==> src/inc/mimb_params.svh <==
// Register offsets, field positions and reset values for the mask bank
// Assumes inclusion by the package and the design file only
`ifndef MIMB_PARAMS_SVH
`define MIMB_PARAMS_SVH

`define MIMB_OFS_TACH_MASK 8'h1A
`define MIMB_OFS_MISC_MASK 8'h1B
`define MIMB_OFS_GPLO_MASK 8'h1C
`define MIMB_OFS_GPHI_MASK 8'h1D
`define MIMB_OFS_TEMP_OFFSET 8'h1E
`define MIMB_OFS_TEMP_VALUE 8'h1F

`define MIMB_RST_MASK 8'h00
`define MIMB_RST_OFFSET 8'h00
`define MIMB_RST_VALUE 8'h00
`define MIMB_RD_UNMAPPED 8'h00

`define MIMB_MISC_INT_TEMP 0
`define MIMB_MISC_VBAT 1
`define MIMB_MISC_AUX8 2
`define MIMB_MISC_THERMAL 3
`define MIMB_MISC_AFC 4
`define MIMB_MISC_UNUSED 5
`define MIMB_MISC_CHASSIS 6
`define MIMB_MISC_GENERAL_IO_SIXTEEN 7

`define MIMB_MISC_WR_MASK 8'hDF
`define MIMB_TEMP_MAX 8'h7F
`define MIMB_TEMP_MIN 8'h80

`endif

==> src/inc/mimb_pkg.sv <==
// Types shared by the mask bank and its surroundings
// Assumes mimb_params.svh is on the include path
`include "mimb_params.svh"

package mimb_pkg;

   // Byte-wide register access from the serial management front end
   typedef struct packed {
      logic [7:0] addr;
      logic wr;
      logic [7:0] wdata;
   } mimb_reg_req_t;

   // Per-source conditions seen on one conversion cycle
   typedef struct packed {
      logic [7:0] tach_over;
      logic vbat_out;
      logic aux_analog_eight_out;
      logic thermal_limit_event;
      logic auto_fan_control_event;
      logic chassis_intrusion;
      logic general_io_sixteen;
      logic [15:0] general_io;
   } mimb_src_t;

   // Internal temperature measurement and its limits
   typedef struct packed {
      logic valid;
      logic [7:0] raw;
      logic [7:0] high_limit;
      logic [7:0] low_limit;
   } mimb_temp_t;

endpackage : mimb_pkg

==> src/hdl/mimb_mask_bank.sv <==
// Interrupt mask bank, status capture and internal temperature offset
// Assumes a front end that issues byte register accesses in sys_clk_i
// Functional notes
// - Register 1A bit n masks fan tach channel n when set.
// - Register 1B bits 0,1,2 mask int temp, battery, aux analog eight.
// - Register 1B bit 3 masks thermal-limit event interrupts.
// - Register 1B bit 4 masks automatic fan control event interrupts.
// - Register 1B bit 5 reads zero; writes to it are ignored.
// - Register 1B bit 6 masks chassis intrusion interrupts.
// - Register 1B bit 7 masks general I/O sixteen interrupts.
// - Register 1C bit n masks general I/O channel n, 0 to 7.
// - Register 1D bit n masks general I/O channel n plus 8.
// - All mask registers are zero after reset.
// - Signed offset is added to each temperature before store and compare.
// - Offset register is 8-bit read/write two's complement, resets zero.
// - Corrected temperature readable at 1F, read-only, resets zero.
// - Status bit follows out-of-limit condition of previous conversion.
`timescale 1ns/10ps
`default_nettype none
`include "mimb_params.svh"

module mimb_mask_bank
(
   input wire logic sys_clk_i,
   input wire logic reset_i,
   input wire mimb_pkg::mimb_reg_req_t reg_req_i,
   input wire logic conv_done_i,
   input wire mimb_pkg::mimb_src_t src_i,
   input wire mimb_pkg::mimb_temp_t temp_i,
   output logic [7:0] rd_data_o,
   output logic irq_o,
   output logic [31:0] status_o,
   output logic [7:0] int_temp_value_o
);
   import mimb_pkg::*;

   logic [7:0] tach_mask_r;
   logic [7:0] misc_mask_r;
   logic [7:0] gplo_mask_r;
   logic [7:0] gphi_mask_r;
   logic [7:0] temp_offset_r;
   logic [7:0] temp_value_r;
   logic temp_fault_r;
   logic [31:0] status_r;
   logic [31:0] status_nxt;
   logic [31:0] mask_all;
   logic [7:0] corrected;
   logic [8:0] sum;
   logic [7:0] rd_data_r;
   logic irq_r;

   function automatic logic wr_hit(input mimb_reg_req_t req,
                                   input logic [7:0] ofs);
      wr_hit = req.wr && (req.addr == ofs);
   endfunction : wr_hit

   // Mask registers; only the addressed one changes on a write
   always_ff @(posedge sys_clk_i)
   begin
      if (reset_i)
      begin
         tach_mask_r <= `MIMB_RST_MASK;
         misc_mask_r <= `MIMB_RST_MASK;
         gplo_mask_r <= `MIMB_RST_MASK;
         gphi_mask_r <= `MIMB_RST_MASK;
      end
      else
      begin
         if (wr_hit(reg_req_i, `MIMB_OFS_TACH_MASK))
            tach_mask_r <= reg_req_i.wdata;
         if (wr_hit(reg_req_i, `MIMB_OFS_MISC_MASK))
            misc_mask_r <= reg_req_i.wdata & `MIMB_MISC_WR_MASK;
         if (wr_hit(reg_req_i, `MIMB_OFS_GPLO_MASK))
            gplo_mask_r <= reg_req_i.wdata;
         if (wr_hit(reg_req_i, `MIMB_OFS_GPHI_MASK))
            gphi_mask_r <= reg_req_i.wdata;
      end
   end

   // Offset register
   always_ff @(posedge sys_clk_i)
   begin
      if (reset_i)
         temp_offset_r <= `MIMB_RST_OFFSET;
      else if (wr_hit(reg_req_i, `MIMB_OFS_TEMP_OFFSET))
         temp_offset_r <= reg_req_i.wdata;
   end

   // Signed add with clamp; a wrap would turn a hot reading cold
   always_comb
   begin
      sum = {temp_i.raw[7], temp_i.raw} + {temp_offset_r[7], temp_offset_r};
      if (sum[8] != sum[7])
         corrected = sum[8] ? `MIMB_TEMP_MIN : `MIMB_TEMP_MAX;
      else
         corrected = sum[7:0];
   end

   // Corrected value stored and compared; limits are signed as well
   always_ff @(posedge sys_clk_i)
   begin
      if (reset_i)
      begin
         temp_value_r <= `MIMB_RST_VALUE;
         temp_fault_r <= 1'b0;
      end
      else if (temp_i.valid)
      begin
         temp_value_r <= corrected;
         temp_fault_r <= ($signed(corrected) > $signed(temp_i.high_limit)) ||
                         ($signed(corrected) < $signed(temp_i.low_limit));
      end
   end

   // Status layout: [7:0] tach, [15:8] misc, [31:16] general I/O
   always_comb
   begin
      status_nxt = {src_i.general_io,
                    src_i.general_io_sixteen,
                    src_i.chassis_intrusion,
                    1'b0,
                    src_i.auto_fan_control_event,
                    src_i.thermal_limit_event,
                    src_i.aux_analog_eight_out,
                    src_i.vbat_out,
                    temp_fault_r,
                    src_i.tach_over};
   end

   // Whole status follows each conversion, independent of the masks
   always_ff @(posedge sys_clk_i)
   begin
      if (reset_i)
         status_r <= 32'h0000_0000;
      else if (conv_done_i)
         status_r <= status_nxt;
   end

   assign mask_all = {gphi_mask_r, gplo_mask_r, misc_mask_r, tach_mask_r};

   // Only the interrupt path sees the masks
   always_ff @(posedge sys_clk_i)
   begin
      if (reset_i)
         irq_r <= 1'b0;
      else
         irq_r <= |(status_r & ~mask_all);
   end

   // Read data follows the address one cycle later
   always_ff @(posedge sys_clk_i)
   begin
      if (reset_i)
         rd_data_r <= `MIMB_RD_UNMAPPED;
      else
      begin
         case (reg_req_i.addr)
            `MIMB_OFS_TACH_MASK: rd_data_r <= tach_mask_r;
            `MIMB_OFS_MISC_MASK: rd_data_r <= misc_mask_r;
            `MIMB_OFS_GPLO_MASK: rd_data_r <= gplo_mask_r;
            `MIMB_OFS_GPHI_MASK: rd_data_r <= gphi_mask_r;
            `MIMB_OFS_TEMP_OFFSET: rd_data_r <= temp_offset_r;
            `MIMB_OFS_TEMP_VALUE: rd_data_r <= temp_value_r;
            default: rd_data_r <= `MIMB_RD_UNMAPPED;
         endcase
      end
   end

   assign rd_data_o = rd_data_r;
   assign irq_o = irq_r;
   assign status_o = status_r;
   assign int_temp_value_o = temp_value_r;

endmodule : mimb_mask_bank
`default_nettype wire

==> config.mk <==
export PLATFORM = sky130hd
export DESIGN_NAME = mimb_mask_bank
export DESIGN_NICKNAME = d
export VERILOG_FILES = /design/src/inc/mimb_pkg.sv /design/src/hdl/mimb_mask_bank.sv
export VERILOG_INCLUDE_DIRS = /design/src /design/src/inc
export SDC_FILE = /design/constraint.sdc
export NUM_CORES = 1
export LEC_CHECK = 0
export ABC_AREA = 1
export ABC_CLOCK_PERIOD_IN_PS = 6400
export BUFFER_PORTS_ARGS = -buffer_cell sky130_fd_sc_hd__buf_2
export CORE_ASPECT_RATIO = 1.25
export CORE_MARGIN = 5
export CORE_UTILIZATION = 58
export CTS_BUF_LIST = sky130_fd_sc_hd__clkbuf_8
export DETAILED_ROUTE_END_ITERATION = 8
export PLACE_DENSITY = 0.87
export SYNTH_ARGS = -nofsm -noshare
export SYNTH_HDL_FRONTEND = slang
export SYNTH_SLANG_ARGS = --single-unit
==> constraint.sdc <==
create_clock -name sys_clk_i -period 6.4 [get_ports sys_clk_i]
set_clock_uncertainty 0.2 [all_clocks]
set_input_delay 0.32 -clock sys_clk_i [delete_from_list [all_inputs] [get_ports sys_clk_i]]
set_output_delay 0.32 -clock sys_clk_i [all_outputs]
set_load 0.02 [all_outputs]
After elaboration in Yosys (flattened, before gate mapping)

Cells that the tools add are included.

Bits of input ports: 75
Register bits after elaboration: 88
Output and inout port bits: 49
Logic and storage cells: 32

Add/sub/neg operators: 1
Equal/unequal tests: 7
Reductions and logical operators: 7
Multiplexer cells: 3
$lt $le $gt $ge: 2
Bitwise operators: 2

Operators by type and width:

| kind                                          | count |
|---|---|
| == test 8 x 5 -> 1 bit, second input constant | 6 |
| one-hot mux 8 bit (6 select lines)            | 1 |
| bitwise AND 32 bit                            | 1 |
| NOT 32 bit                                    | 1 |
| OR reduction 32 bit                           | 1 |
| 2-to-1 mux 8 bit                              | 2 |
| adder 8 x 8 -> 9 bit                          | 1 |
| greater-than comparator 8 bit                 | 1 |
| < comparator 8 bit                            | 1 |
| logical AND 1 bit                             | 5 |
| logical OR 1 bit                              | 1 |
| != test 1 bit                                 | 1 |

Longest topological paths before layout

Depth in word-level cells: 5
Gate-level depth with buffers: 25
Gate-level depth less buffers: 25

Worst setup path before layout

OpenSTA, ideal clock, no wires.

Path type: input to register
From: input temp_i[18] (netlist name)
To: register temp_fault_r
Data arrival time: 3.140 ns
Buffers on the path: 0
Setup slack: 2.941 ns
Required time: 6.080 ns
Stages: 23
Setup time: 0.120 ns
Path through: ha_1 > a21oi_1 > nand2_1 > a21oi_1 > o21bai_1 > a21oi_1 > o21bai_1 > xor2_1 > inv_1 > ha_1 > inv_1 > nand2_1 > nand2_1 > inv_1 > ha_1 > a21oi_1 > o21ai_0 > nand3_1 > nand2_1 > a211oi_1 > o21bai_1 > a21oi_1 > a21oi_1

Word-level cells in the longest chain between the ends: 5
Elaborated cells between the ends (all ways): 7
Classes of those cells: add/sub (1); order compare (2); eq/ne (1); mux (2); reduce/logical (1)

Ends and longest elaborated chain:

| item                                                                | line                                         | source |
|---|---|---|
| from (decl)                                                         | mimb_mask_bank.sv:29                         | `input wire mimb_pkg::mimb_temp_t temp_i,` |
| adder 8 x 8 -> 9 bit (*)                                            | mimb_mask_bank.sv:92                         | `sum = {temp_i.raw[7], temp_i.raw} + {temp_offset_r[7], temp_offset_r};` |
| 2-to-1 mux 8 bit (no line) or != test 1 bit (tied branches)         | --                                           |  |
| 2-to-1 mux 8 bit (*)                                                | mimb_mask_bank.sv:93                         | `if (sum[8] != sum[7])` |
| net corrected[3]                                                    | mimb_mask_bank.sv:47                         | `logic [7:0] corrected;` |
| greater-than comparator 8 bit or < comparator 8 bit (tied branches) | mimb_mask_bank.sv:110, mimb_mask_bank.sv:111 |  |
| logical OR 1 bit (*)                                                | mimb_mask_bank.sv:110                        | `temp_fault_r <= ($signed(corrected) > $signed(temp_i.high_limit)) \|\|` |
| to (signal assigned)                                                | mimb_mask_bank.sv:110                        |  |
| to (decl)                                                           | mimb_mask_bank.sv:43                         | `logic temp_fault_r;` |

Mark *: on every way through the listed nets, which the timed path passes. The rest lies on a longest branch.
A chain may end at the register's enable or synchronous reset.

Worst setup path after layout

From: register temp_offset_r[2]
To: register temp_fault_r

Word-level cells in the longest chain between the ends: 5
Elaborated cells between the ends (all ways): 7
Classes of those cells: add/sub (1); order compare (2); eq/ne (1); mux (2); reduce/logical (1)

Ends and longest elaborated chain:

| item                                                                | line                                         | source |
|---|---|---|
| from (decl)                                                         | mimb_mask_bank.sv:41                         | `logic [7:0] temp_offset_r;` |
| from (signal assigned)                                              | mimb_mask_bank.sv:84                         | `` temp_offset_r <= `MIMB_RST_OFFSET; `` |
| from (signal assigned)                                              | mimb_mask_bank.sv:86                         | `temp_offset_r <= reg_req_i.wdata;` |
| adder 8 x 8 -> 9 bit (*)                                            | mimb_mask_bank.sv:92                         |  |
| 2-to-1 mux 8 bit (no line) or != test 1 bit (tied branches)         | --                                           |  |
| 2-to-1 mux 8 bit (*)                                                | mimb_mask_bank.sv:93                         |  |
| net corrected[3]                                                    | mimb_mask_bank.sv:47                         |  |
| greater-than comparator 8 bit or < comparator 8 bit (tied branches) | mimb_mask_bank.sv:110, mimb_mask_bank.sv:111 |  |
| logical OR 1 bit (*)                                                | mimb_mask_bank.sv:110                        |  |

Marks and branches as above.

==> results.sh <==
export IMPL_finalNonFillerCells=809
export IMPL_timing_final_ws_setup_ns=2.517
export IMPL_synth_flop_cell="sky130_fd_sc_hd__dfxtp_1"
export IMPL_drt_first_iter_violations=335
export IMPL_die_x_microns=87.07
export IMPL_design_final_nets=813
export IMPL_timing_critical_path_required_ns=6.45
export IMPL_antenna_violations_before_repair=0
export IMPL_synth_yosys_warnings=0
export IMPL_p_leak_uw=0.002536
export IMPL_layout_stage_area_growth_over_the_synthesis_result_pct=24.14
export IMPL_clk_root_buffer_cell="sky130_fd_sc_hd__clkbuf_8"
export IMPL_synth_top_area_cell="sky130_fd_sc_hd__dfxtp_1"
export IMPL_globalRouteTotalUtil_pct=26.91
export IMPL_synth_area_top_cells="sky130_fd_sc_hd__dfxtp_1 41%, sky130_fd_sc_hd__o21ai_0 9.4%, sky130_fd_sc_hd__inv_1 9.2%, sky130_fd_sc_hd__a21oi_1 8.3%, sky130_fd_sc_hd__ha_1 7.3%"
export IMPL_synth_cells=588
export IMPL_die_h_microns=106.3
export IMPL_cts_post_setup_buffers_inserted=0
export IMPL_fillers=581
export IMPL_fin_crit_ns=3.883
export IMPL_numPortBuffers=122
export IMPL_synth_avg_cell_area_sq_um=7.324
export IMPL_setup_tns_ns=0
export IMPL_gpl_final_weighted_congestion=0.9653
export IMPL_hpwlAfterDp_microns=9313
export IMPL_finalHoldViolCount=0
export IMPL_critical_path_most_common_cell="sky130_fd_sc_hd__a21oi_1"
export IMPL_pwr_share_clk_pct=38.3
export IMPL_cpMaxStageDelayCell="sky130_fd_sc_hd__dfxtp_1"
export IMPL_core_sq_mm=0.007313
export IMPL_p_switching_uw=327.9
export IMPL_final_worst_path_cycle_share_pct=60.67
export IMPL_start_util_pct=58.89
export IMPL_diodes=0
export IMPL_detail_route_wl_per_cell_microns=15.23
export IMPL_power_sequential_fraction_pct=45.9
export IMPL_clock_sink_count=88
export IMPL_tritoncts="built"
export IMPL_tritoncts_num_buffers=9
export IMPL_worst_slew_pin_slew_ns=0.9878
export IMPL_yosysSeqAreaShare_pct=40.91
export IMPL_placement_setup_worst_slack_ns=2.447
export IMPL_io_pins=124
export IMPL_number_of_buffer_and_inverter_stages_on_the_critical_path=3
export IMPL_setup_worst_path_start_class="flip-flop"
export IMPL_ctsHtreeMaxLevel=3
export IMPL_worst_hold_slack_after_final_layout_ns=0.01356
export IMPL_drive_gt1_share_pct=19.80
export IMPL_cp_arrival_ns=3.93
export IMPL_intPower_uw=937.2
export IMPL_synth_largest_type_area_fraction_pct=40.91
export IMPL_clk_transition_reported_paths_ns=0.08
export IMPL_cts_max_path_buffers=2
export IMPL_postSynth_asyncResetShare_pct=0
export IMPL_maxSlewViolCount=0
export IMPL_first_global_vias=4294
export IMPL_report_final_setup_viol=0
export IMPL_critical_path_peak_fanout=6
export IMPL_detail_route_antenna_nets=0
export IMPL_worstSetupPathType="flip-flop to flip-flop"
export IMPL_comb_power_share_pct=15.7
export IMPL_run_status="completed"
export IMPL_drtPass1Iterations=5
export IMPL_clkLatencyLatePin_ns=0.37
export IMPL_die_area_sq_mm=0.009259
export IMPL_synthDistinctLibCells=37
export IMPL_grt_pass1_wl_microns=19690
export IMPL_critical_path_endpoint_type="flip-flop"
export IMPL_netlist_area_sq_mm=0.004307
export IMPL_p_sw_share_pct=25.92
export IMPL_std_cell_rows=35
export IMPL_class_of_the_worst_hold_path="input pin to flip-flop"
export IMPL_totalWireLength_microns=12320
export IMPL_cap_violations=0
export IMPL_synth_enable_flop_cells=0
export IMPL_drc_errors=0
export IMPL_remaining_overflow_grt=0
export IMPL_power_density_mw_per_mm2=236.6
export IMPL_grt_max_degree=71
export IMPL_cp_slowest_stage_delay_ns=0.34
export IMPL_cell_by_cell_listing_of_the_critical_path="ha_1, nand3_1, nand2_1, a21oi_1, o21bai_1, a21oi_1, o21bai_1, xor2_1, inv_1, ha_1, inv_1, nand2_1, nand2_1, inv_1, ha_1, a21oi_1, o21ai_0, nand3_1, nand2_1, a211oi_1, o21bai_1, a21oi_1, a21oi_1"
export IMPL_max_clock_freq_mhz=257.5
export IMPL_grt_setup_unrepaired="false"
export IMPL_peakVddDrop_v=0.0001876
export IMPL_viasPerCell=5.527
export IMPL_post_place_cells=778
export IMPL_via_count=4471
export IMPL_syn_num_nets=689
export IMPL_synth_seq_cells=88
export IMPL_slew_headroom_pct=33.74
export IMPL_worst_path_dominant_cell_family="compound AO/OA/AOI/OAI gates"
-- Yosys cell counts, drive strengths merged (2+ instances only) --
cell type / number
a2111oi: 7
a211oi: 2
a21oi: 71
a221oi: 2
a31oi: 2
buf: 5
clkbuf: 20
clkinv: 2
dfxtp: 88
ha: 25
inv: 106
nand2: 55
nand3: 10
nand4: 4
nor2: 58
nor3: 4
nor4: 3
o21ai: 83
o21bai: 3
o22ai: 23
or2: 4
xnor2: 2
-- cell families after synthesis --
family	count (synthesis)	share of synthesized area, %
AO/OA/AOI/OAI	197	25.01
AND/OR/NAND/NOR	140	13.74
buffers and inverters	133	11.91
flip-flops	88	40.91
adder cells (fa/ha/maj)	26	7.728
XOR/XNOR	3	0.6102
other	1	0.08708
-- routing by layer --
metal	share of wire, %	global-route usage (%)	vias up	wire, microns
met5	0	0	-	0
met4	4.5	16.37	0	559
met3	8.5	4.264	39	1052
met2	47	44.41	238	5831
met1	40	32.20	1994	4874
li1	-	-	2200	-
-- final cells by class --
cell class / instances / area, sq um / area share, %
Clock buffer: 12 / 165.2 / 3.089
Multi-Input combinational cell: 367 / 2032 / 38.01
Inverter: 108 / 405.4 / 7.582
Tap cell: 92 / 115.1 / 2.153
Timing Repair Buffer: 138 / 768.2 / 14.37
Clock inverter: 4 / 98.84 / 1.849
Sequential cell: 88 / 1762 / 32.95
-- tightest hold or removal path, delay by kind of cell --
family | cells | cell delay, ns
simple gates | 2 | 0.14
buf+inv | 1 | 0.08
-- layout by cell type (no fill, tap or decap), drive strengths merged, types with 2 or more instances in the layout --
cell type and instances:
buf 123, inv 106, dfxtp 88, o21ai 83, a21oi 71, nor2 58, nand2 55, ha 25
o22ai 23, dlygate4sd3 15, clkbuf 12, nand3 10, a2111oi 7, nor3 4, nand4 4, or2 4
o21bai 3, bufinv 3, clkinv 3, nor4 3, xnor2 2, a31oi 2, a211oi 2, a221oi 2
-- power by group through the flow --
stage          Combinational [uW]  Sequential (uW)  Clock, uW
3_3_place_gp                  183              593          0
4_1_cts                       198              581        487
2_1_floorplan                97.8              613          0
6_report                      199              581        485
3_5_place_dp                  190              593          0
5_1_grt                       224              583        513
-- worst paths after layout --
kind | start | end | slack, ns | depth (start not counted)
worst min register to register | status_o[27]$_SDFFE_PP0P_ | status_o[27]$_SDFFE_PP0P_ | 0.28 | 2
worst max register to register | temp_offset_r[2]$_SDFFE_PP0P_ | temp_fault_r$_SDFFE_PP0P_ | 2.52 | 23
worst min-delay path | src_i[2] | status_o[18]$_SDFFE_PP0P_ | 0.01 | 3
worst max-delay path | temp_offset_r[2]$_SDFFE_PP0P_ | temp_fault_r$_SDFFE_PP0P_ | 2.52 | 23
-- what timing repair did --
item                                    4_1_cts  5_1_grt
hold buffers                                 15        0
gates resized for setup                       0        0
endpoints found under the setup margin        0        0
hold endpoints to repair                     15        0
-- flip-flops by register name (all words and copies together), names as in the netlist --
name              cells
gphi_mask_r           8
gplo_mask_r           8
int_temp_value_o      8
irq_o                 1
misc_mask_r           7
rd_data_o             8
status_o             31
tach_mask_r           8
temp_fault_r          1
temp_offset_r         8
-- through the flow --
stage	cell area, sq um	total power [uW]	utilization [%]
after floorplan	4307	710.5	-
after global placement	4932	775.4	67.44
after detailed placement	4932	783.3	67.44
after CTS	5346	1265	73.11
after global routing	5346	1320	73.11
final	5346	1265	73.11
No activity file was read; power rests on OpenSTA's default activity.
